===== config.mk =====
export PLATFORM = sky130hd
export DESIGN_NAME = remote_receiver
export DESIGN_NICKNAME = d
export VERILOG_FILES = /design/src/inc/remote_receiver_pkg.sv /design/src/core/remote_receiver.sv
export VERILOG_INCLUDE_DIRS = /design/src /design/src/inc
export SDC_FILE = /design/constraint.sdc
export NUM_CORES = 1
export LEC_CHECK = 0
export BUFFER_PORTS_ARGS = -buffer_cell sky130_fd_sc_hd__buf_2
export CAP_MARGIN = 20
export CORE_ASPECT_RATIO = 1.1
export CORE_MARGIN = 2
export CORE_UTILIZATION = 35
export DETAILED_ROUTE_END_ITERATION = 8
export SLEW_MARGIN = 20
export SYNTH_ARGS = -nofsm -noshare
export SYNTH_HDL_FRONTEND = slang
export SYNTH_SLANG_ARGS = --single-unit
export TNS_END_PERCENT = 30

===== constraint.sdc =====
create_clock -name I_REF_CLK -period 12.85 [get_ports I_REF_CLK]
set_input_delay 0.6425 -clock I_REF_CLK [delete_from_list [all_inputs] [get_ports I_REF_CLK]]
set_output_delay 0.6425 -clock I_REF_CLK [all_outputs]
set_load 0.005 [all_outputs]

===== src/inc/remote_receiver_cfg.svh =====
// Purpose: offsets, field positions and reset values of the remote receiver
// Assumes: 32-bit register port, byte addresses
// Notes: definitions only
`ifndef REMOTE_RECEIVER_CFG_SVH
`define REMOTE_RECEIVER_CFG_SVH
`define RR_ADDR_W 8
`define RR_OFF_LEADER_TIMING 8'h00
`define RR_OFF_CONTROL_TWO 8'h04
`define RR_OFF_BIT_THRESHOLD 8'h08
`define RR_OFF_FILTER_POLARITY 8'h0C
`define RR_OFF_STATUS 8'h10
`define RR_OFF_BUFFER_A 8'h14
`define RR_OFF_BUFFER_B 8'h18
`define RR_OFF_BUFFER_C 8'h1C
`define RR_CTL2_PHM_BIT 24
`define RR_CTL2_LD_BIT 25
`define RR_CTL2_EDIEN_BIT 26
`define RR_CTL2_LIEN_BIT 27
`define RR_CTL2_REN_BIT 31
`define RR_FPC_INVERT_BIT 7
`define RR_TRIGGER_OFF 8'hFF
`define RR_BUF_BITS 72
`define RR_COUNT_MAX 7'h7F
`define RR_RESET_WORD 32'h0000_0000
`endif


===== src/inc/remote_receiver_pkg.sv =====
// Purpose: types of the remote receiver
// Assumes: nothing
// Notes: states are one-hot
package remote_receiver_pkg;
  typedef enum logic [3:0] {
    ST_OFF = 4'h1,
    ST_WAIT = 4'h2,
    ST_LEADER = 4'h4,
    ST_DATA = 4'h8
  } rx_state_e;
  typedef struct packed {
    logic [7:0] lcmax;
    logic [7:0] lcmin;
    logic [7:0] llmax;
    logic [7:0] llmin;
  } leader_cfg_s;
  typedef struct packed {
    logic ren;
    logic lien;
    logic edien;
    logic ld;
    logic phm;
    logic [7:0] ll;
    logic [7:0] dmax;
  } ctl2_s;
  typedef struct packed {
    logic leader_if;
    logic low_if;
    logic max_if;
    logic edge_if;
    logic leader_det;
    logic [6:0] count;
  } status_s;
endpackage

===== src/core/remote_receiver.sv =====
// Purpose: pulse-width remote control receiver with register port
// Assumes: I_SAMPLE_CLK is a slow 32.768kHz square wave, sampled as a plain input
// Notes: phase-method decoding not built; its select bit is only stored
//
// The address-and-strobe port and the register offsets were decided locally.
`timescale 1ns/1ps
`include "remote_receiver_cfg.svh"

module remote_receiver (
  // clock, enable and reset
  input wire logic I_REF_CLK,
  input wire logic I_CE,
  input wire logic I_RST,
  // pins
  input wire logic I_SAMPLE_CLK,
  input wire logic I_RMC_IN,
  // register port
  input wire logic [`RR_ADDR_W-1:0] I_ADDR,
  input wire logic [31:0] I_WDATA,
  input wire logic I_WR,
  input wire logic I_RD,
  output logic [31:0] O_RDATA,
  // event
  output logic O_IRQ
);
  remote_receiver_pkg::leader_cfg_s lead_reg;
  remote_receiver_pkg::ctl2_s ctl_reg;
  remote_receiver_pkg::status_s stat_reg;
  remote_receiver_pkg::rx_state_e state_reg;
  logic [6:0] datl_reg;
  logic [6:0] dath_reg;
  logic invert_reg;
  logic [3:0] nc_reg;
  logic [`RR_BUF_BITS-1:0] rx_buf_reg;
  logic [`RR_BUF_BITS-1:0] shift_reg;
  logic [2:0] sclk_sync_reg;
  logic [1:0] rmc_sync_reg;
  logic filt_reg;
  logic [3:0] run_reg;
  logic [7:0] cyc_reg;
  logic [7:0] low_reg;
  logic [7:0] lowm_reg;
  logic [6:0] bits_reg;
  logic irq_reg;
  logic tick;
  logic sample_in;
  logic accept;
  logic fall;
  logic rise;
  logic [7:0] cyc_meas;
  logic [7:0] low_meas;
  logic leader_ok;
  logic as_data;
  logic max_evt;
  logic low_evt;
  logic bit_val;
  logic edge_irq;
  logic lead_irq;
  logic done;
  logic [6:0] bits_next;

  // slow clock edge and input synchronisers
  always_ff @(posedge I_REF_CLK or posedge I_RST) begin
    if (I_RST) begin
      sclk_sync_reg <= 3'h0;
      rmc_sync_reg <= 2'h3;
    end else if (I_CE) begin
      sclk_sync_reg <= {sclk_sync_reg[1:0], I_SAMPLE_CLK};
      rmc_sync_reg <= {rmc_sync_reg[0], I_RMC_IN};
    end
  end
  assign tick = sclk_sync_reg[1] & ~sclk_sync_reg[2];
  assign sample_in = rmc_sync_reg[1] ^ invert_reg;

  // noise filter
  assign accept = tick && (sample_in != filt_reg) && ((nc_reg == 4'h0) ||
                  ({1'b0, run_reg} + 5'h01 >= {1'b0, nc_reg}));
  assign fall = accept && !sample_in;
  assign rise = accept && sample_in;
  always_ff @(posedge I_REF_CLK or posedge I_RST) begin
    if (I_RST) begin
      filt_reg <= 1'b1;
      run_reg <= 4'h0;
    end else if (I_CE && tick) begin
      if (accept) begin
        filt_reg <= sample_in;
        run_reg <= 4'h0;
      end else if (sample_in != filt_reg) begin
        run_reg <= run_reg + 4'h1;
      end else begin
        run_reg <= 4'h0;
      end
    end
  end

  // width measurement in sample periods
  assign cyc_meas = (cyc_reg == 8'hFF) ? 8'hFF : cyc_reg + 8'h01;
  assign low_meas = (low_reg == 8'hFF) ? 8'hFF : low_reg + 8'h01;
  always_ff @(posedge I_REF_CLK or posedge I_RST) begin
    if (I_RST) begin
      cyc_reg <= 8'h00;
      low_reg <= 8'h00;
      lowm_reg <= 8'h00;
    end else if (I_CE && tick) begin
      cyc_reg <= fall ? 8'h00 : cyc_meas;
      if (fall) begin
        low_reg <= 8'h00;
      end else if (!filt_reg) begin
        low_reg <= low_meas;
      end
      if (rise) begin
        lowm_reg <= low_meas;
      end
    end
  end

  // leader check, decode and completion
  assign leader_ok = state_reg == remote_receiver_pkg::ST_LEADER && fall &&
                     cyc_meas > lead_reg.lcmin && cyc_meas < lead_reg.lcmax &&
                     (lead_reg.llmax == 8'h00 ||
                      (lowm_reg > lead_reg.llmin && lowm_reg < lead_reg.llmax));
  assign as_data = state_reg == remote_receiver_pkg::ST_LEADER && fall && !leader_ok &&
                   ctl_reg.ld && lowm_reg < lead_reg.llmax;
  assign bit_val = cyc_meas >= {1'b0, datl_reg};
  assign max_evt = state_reg == remote_receiver_pkg::ST_DATA && tick && !fall &&
                   ctl_reg.dmax != `RR_TRIGGER_OFF && cyc_meas >= ctl_reg.dmax;
  assign low_evt = state_reg == remote_receiver_pkg::ST_DATA && tick && !fall &&
                   !max_evt && !filt_reg && ctl_reg.ll != `RR_TRIGGER_OFF &&
                   low_meas > ctl_reg.ll;
  assign done = max_evt || low_evt;
  assign edge_irq = ctl_reg.edien && fall && (state_reg == remote_receiver_pkg::ST_DATA
                    || as_data);
  assign lead_irq = ctl_reg.lien && leader_ok;
  assign bits_next = (bits_reg == `RR_COUNT_MAX) ? bits_reg : bits_reg + 7'h01;

  always_ff @(posedge I_REF_CLK or posedge I_RST) begin
    if (I_RST) begin
      state_reg <= remote_receiver_pkg::ST_OFF;
      bits_reg <= 7'h00;
      shift_reg <= '0;
    end else if (I_CE) begin
      if (!ctl_reg.ren) begin
        state_reg <= remote_receiver_pkg::ST_OFF;
        bits_reg <= 7'h00;
        shift_reg <= '0;
      end else begin
        case (state_reg)
          remote_receiver_pkg::ST_OFF: begin
            state_reg <= remote_receiver_pkg::ST_WAIT;
          end
          remote_receiver_pkg::ST_WAIT: begin
            if (fall && lead_reg.lcmax == 8'h00) begin
              state_reg <= remote_receiver_pkg::ST_DATA;
            end else if (fall) begin
              state_reg <= remote_receiver_pkg::ST_LEADER;
            end
            bits_reg <= 7'h00;
            shift_reg <= '0;
          end
          remote_receiver_pkg::ST_LEADER: begin
            if (leader_ok) begin
              state_reg <= remote_receiver_pkg::ST_DATA;
            end else if (as_data) begin
              state_reg <= remote_receiver_pkg::ST_DATA;
              shift_reg[0] <= bit_val;
              bits_reg <= 7'h01;
            end else if (tick && !fall && cyc_meas >= lead_reg.lcmax) begin
              state_reg <= remote_receiver_pkg::ST_WAIT;
            end
          end
          remote_receiver_pkg::ST_DATA: begin
            if (done) begin
              state_reg <= remote_receiver_pkg::ST_WAIT;
            end else if (fall) begin
              if (bits_reg < 7'h48) begin
                shift_reg[bits_reg] <= bit_val;
              end
              bits_reg <= bits_next;
            end
          end
          default: begin
            state_reg <= remote_receiver_pkg::ST_OFF;
          end
        endcase
      end
    end
  end

  // status, buffers and interrupt pulse
  always_ff @(posedge I_REF_CLK or posedge I_RST) begin
    if (I_RST) begin
      stat_reg <= '0;
      rx_buf_reg <= '0;
      irq_reg <= 1'b0;
    end else if (I_CE) begin
      irq_reg <= lead_irq || edge_irq || done;
      if (leader_ok) begin
        stat_reg.leader_det <= 1'b1;
      end else if (as_data || (state_reg == remote_receiver_pkg::ST_WAIT && fall &&
                   lead_reg.lcmax == 8'h00)) begin
        stat_reg.leader_det <= 1'b0;
      end
      if (lead_irq || edge_irq || done) begin
        stat_reg.leader_if <= lead_irq;
        stat_reg.low_if <= low_evt;
        stat_reg.max_if <= max_evt;
        stat_reg.edge_if <= edge_irq;
      end
      if (done && ctl_reg.ren) begin
        stat_reg.count <= bits_reg;
        rx_buf_reg <= shift_reg;
      end
    end
  end
  assign O_IRQ = irq_reg;

  // register writes
  always_ff @(posedge I_REF_CLK or posedge I_RST) begin
    if (I_RST) begin
      lead_reg <= `RR_RESET_WORD;
      ctl_reg <= '0;
      datl_reg <= 7'h00;
      dath_reg <= 7'h00;
      invert_reg <= 1'b0;
      nc_reg <= 4'h0;
    end else if (I_CE && I_WR) begin
      case (I_ADDR)
        `RR_OFF_LEADER_TIMING: lead_reg <= I_WDATA;
        `RR_OFF_CONTROL_TWO: begin
          ctl_reg <= {I_WDATA[`RR_CTL2_REN_BIT], I_WDATA[`RR_CTL2_LIEN_BIT],
                      I_WDATA[`RR_CTL2_EDIEN_BIT], I_WDATA[`RR_CTL2_LD_BIT],
                      I_WDATA[`RR_CTL2_PHM_BIT], I_WDATA[15:0]};
        end
        `RR_OFF_BIT_THRESHOLD: begin
          datl_reg <= I_WDATA[6:0];
          dath_reg <= I_WDATA[14:8];
        end
        `RR_OFF_FILTER_POLARITY: begin
          invert_reg <= I_WDATA[`RR_FPC_INVERT_BIT];
          nc_reg <= I_WDATA[3:0];
        end
        default: begin
        end
      endcase
    end
  end

  // register reads, one cycle later
  always_ff @(posedge I_REF_CLK or posedge I_RST) begin
    if (I_RST) begin
      O_RDATA <= `RR_RESET_WORD;
    end else if (I_CE) begin
      O_RDATA <= `RR_RESET_WORD;
      if (I_RD) begin
        case (I_ADDR)
          `RR_OFF_LEADER_TIMING: O_RDATA <= lead_reg;
          `RR_OFF_CONTROL_TWO: begin
            O_RDATA <= {ctl_reg.ren, 3'h0, ctl_reg.lien, ctl_reg.edien, ctl_reg.ld,
                        ctl_reg.phm, 8'h00, ctl_reg.ll, ctl_reg.dmax};
          end
          `RR_OFF_BIT_THRESHOLD: O_RDATA <= {17'h0, dath_reg, 1'b0, datl_reg};
          `RR_OFF_FILTER_POLARITY: O_RDATA <= {24'h0, invert_reg, 3'h0, nc_reg};
          `RR_OFF_STATUS: O_RDATA <= {16'h0, stat_reg[11:8], 4'h0, stat_reg[7:0]};
          `RR_OFF_BUFFER_A: O_RDATA <= rx_buf_reg[31:0];
          `RR_OFF_BUFFER_B: O_RDATA <= rx_buf_reg[63:32];
          `RR_OFF_BUFFER_C: O_RDATA <= {24'h0, rx_buf_reg[71:64]};
          default: O_RDATA <= `RR_RESET_WORD;
        endcase
      end
    end
  end
endmodule


==> flow_metrics.py <==
metrics = {
    "outcome": {
        "status": "finished, final reports clean",
    },
    "min_path": {
        "hp-class": "input port to async pin",
    },
    "logic_synthesis": {
        "synth_area_mm2": 0.0151,
        "synth_largest_area_cell": "dfrtp_1",
        "synth_nets": 1516,
        "ys_types": 63,
        "synth-main-ff-cell": "dfrtp_1",
        "synth_area_leaders": "dfrtp_1, mux2_2, o21ai_0",
        "synth_seq_area_share_pct": 50.8,
        "synth_edf_count": 0,
        "async_flop_share_pct": 100,
        "ys.warnings.count": 0,
        "synthCells": 1407,
        "netlist.area_leader.share_pct": 50.1,
        "synth-seq-cells": 306,
        "syn_area_per_cell_um2": 10.7,
    },
    "cts": {
        "htreeDepth": 1,
        "clk_pin_slew_ps": 70,
        "worstSkewPairLatency_ps": 580,
        "cts.sinks": 306,
        "post_cts_buffers": 0,
        "root_buffer": "clkbuf_16",
        "cts_tree": "yes",
        "cts_resized": 0,
        "cts.path.max_buffers": 3,
        "ctsHoldBuffers": 0,
        "cts_buffers": 30,
    },
    "drt": {
        "totalWireLength_um": 45200,
        "vias_per_cell": 5.65,
        "drc": 0,
        "firstDrtPassIters": 7,
        "vias": 11600,
        "antenna_left": 0,
        "wl_per_cell_um": 22.0,
        "dr.first_iter.drc_count": 1042,
    },
    "sta": {
        "max_freq_mhz": 249,
        "worst_pin_slew_ps": 1150,
        "drv_slew": 0,
        "relSlewSlack_pct": 22.9,
        "final.setup.tns_ps": 0,
        "skew_ps": 16.6,
        "setup_viol": 0,
        "timing.hold.ws_ps": 137,
        "hold_viol": 0,
        "rsz0062_at_grt": "false",
        "min_period_over_period_pct": 31.3,
        "fin_crit_ps": 4020,
    },
    "setup_path": {
        "cp_max_fo": 81,
        "regToRegSetupSlack_ps": 8830,
        "path_cells": "ha_1, and3_1, nor2_1, a21oi_1, ha_1, o21a_1, o22ai_1, a41o_1, a2111oi_4, nand3_4, buf_4, mux2_2",
        "slowest_delay_ps": 830,
        "cp.arrival_ps": 4470,
        "cp_num_buf_inv": 1,
        "worst-r2r-cell-count": 12,
        "cp.required_ps": 13300,
        "r2r-end": "rx_buf_reg[39]",
        "r2r_start": "cyc_reg[0]",
        "cpMostUsedCell": "ha_1",
        "path_class": "flip-flop to flip-flop",
        "critical-path-top-delay-family": "compound AO/OA/AOI/OAI gates",
        "critical_path.startpoint_type": "flip-flop",
        "cp-end-kind": "flip-flop",
        "cpMaxStageDelayCell": "buf_4",
    },
    "pwr": {
        "p_per_area_mw_per_mm2": 139,
        "p_leak_nw": 8.01,
        "irDropWorstVdd_v": 0.000102,
    },
    "floorplanning": {
        "die_h_um": 222,
        "dieWidth_um": 202,
        "start_util_pct": 35.6,
        "fp-row-count": 79,
        "coreArea_mm2": 0.0424,
        "dieArea_mm2": 0.0448,
        "ioPinCount": 80,
    },
    "global_routing": {
        "gr-usage-all-layers_pct": 20.2,
        "grt_pass1_wl_um": 70900,
        "grt_use_met2_pct": 34.1,
        "grt_max_degree": 90,
        "grt-ovfl-total": 0,
        "met3_usage_pct": 2.09,
        "use_met1_pct": 26.4,
        "antenna_found_initial": 0,
        "top_usage_layer": "met2",
        "grt_pass1_vias": 11700,
    },
    "cells_and_area": {
        "drive_above_1_share_pct": 23.1,
        "regArea_mm2": 0.00766,
        "diodes": 0,
        "multi_input_area_mm2": 0.00680,
        "area_growth_pct": 13.8,
        "layout.nets": 1575,
        "fill_cells": 4054,
    },
    "run": {
        "cap_violations": 0,
    },
    "place": {
        "gp_congestion": 0.902,
        "io_buffers": 79,
        "dp_hpwl_um": 31300,
    },
}
-- metrics by stage --
step           total power, W  setup slack, ps  util (%)  cells  cell area (µm²)
2_1_floorplan         0.00133             3750         -   1407            15100
3_3_place_gp          0.00145             9030      37.9   2001            16100
3_5_place_dp          0.00146             8900      37.9   2001            16100
4_1_cts               0.00241             8880      40.4   2056            17100
5_1_grt               0.00250             8550      40.4   2056            17200
6_report              0.00239             8830      40.4   2056            17200
-- how the worst max path moves through the flow --
| stage | startpoint | end | slack [ps] | cells past startpoint |
|---|---|---|---|---|
| after floorplan | I_RST | O_IRQ | 3750 | 1 |
| after global placement | cyc_reg[0] | rx_buf_reg[66] | 9030 | 12 |
| after detailed placement | cyc_reg[0] | rx_buf_reg[39] | 8900 | 12 |
| after CTS | cyc_reg[0] | rx_buf_reg[39] | 8880 | 12 |
| after global routing | cyc_reg[0] | shift_reg[10] | 8550 | 13 |
| final | cyc_reg[0] | rx_buf_reg[39] | 8830 | 12 |
-- power by group --
group          total [W]  internal [W]  switching, W
Sequential       0.00103      0.000994     0.0000397
Clock           0.000946      0.000555      0.000391
Combinational   0.000412      0.000170      0.000241
Total            0.00239       0.00172      0.000672
-- synthesized netlist by cell type, drive strengths merged, types with 2 or more instances --
master and number:
dfrtp 302, o21ai 168, mux2 161, a21oi 117, inv 101, nand2 71
ha 62, clkbuf 52, o22ai 33, a22o 31, a22oi 30, nand3 30
nor2 28, nor3 24, and3 21, buf 19, nand4 17, a221oi 12
nand2b 10, xor2 10, a21o 9, and2 9, nor2b 8, a222oi 7
nor4 7, a31o 5, nor3b 5, o31ai 5, xnor2 5, dfstp 4
o211ai 4, o21a 4, or2 4, a211oi 3, a32o 3, a41o 3
a41oi 3, or3 3, nand3b 2, nor4b 2
-- area by class of cell --
class	instances	area share (%)
Multi-Input combinational cell	929	39.6
Tap cell	567	4.14
Sequential cell	306	44.7
Clock buffer	43	5.13
Inverter	101	2.25
Timing Repair Buffer	98	3.16
Clock inverter	12	1.01
-- per-layer routing --
layer	wire length, µm	vias to the layer above
met5	0	-
met4	1860	0
met2	22000	308
met3	2010	81
li1	-	5280
met1	19300	5957
-- worst register-to-register path: stages (launching register included) --
cell       delay (ps)
dfrtp_1           430
ha_1              310
and3_1            230
nor2_1             50
a21oi_1           440
ha_1              340
o21a_1            170
o22ai_1           170
a41o_1            220
a2111oi_4         120
nand3_4           110
buf_4             830
mux2_2            480
-- cells by family (layout without fill, tap and decap cells) --
| logic type | Yosys count | in the layout | share of synthesized area, % |
|---|---|---|---|
| AO/OA/AOI/OAI | 449 | 449 | 18.3 |
| flip-flops | 306 | 306 | 50.8 |
| AND/OR/NAND/NOR | 241 | 241 | 8.31 |
| buffers and inverters | 172 | 254 | 4.42 |
| multiplexers | 162 | 162 | 12.1 |
| adder cells (fa/ha/maj) | 62 | 62 | 5.15 |
| XOR/XNOR | 15 | 15 | 0.871 |
-- placed cells by master (no fill, tap or decap), types with 12 or more instances in the layout --
master / Yosys / routed
nand3_1: 30 / 29
a21oi_1: 117 / 117
mux2_2: 160 / 160
a22o_1: 31 / 31
ha_1: 62 / 62
nor3_1: 22 / 18
inv_1: 101 / 100
nand4_1: 17 / 17
o22ai_1: 33 / 33
buf_4: 1 / 18
a221oi_1: 12 / 12
buf_2: 13 / 79
a22oi_1: 30 / 30
clkbuf_16: 0 / 30
nor2_1: 28 / 26
dfrtp_1: 302 / 302
and3_1: 21 / 21
nand2_1: 71 / 70
o21ai_0: 166 / 166
No activity file was read; power rests on OpenSTA's default activity.
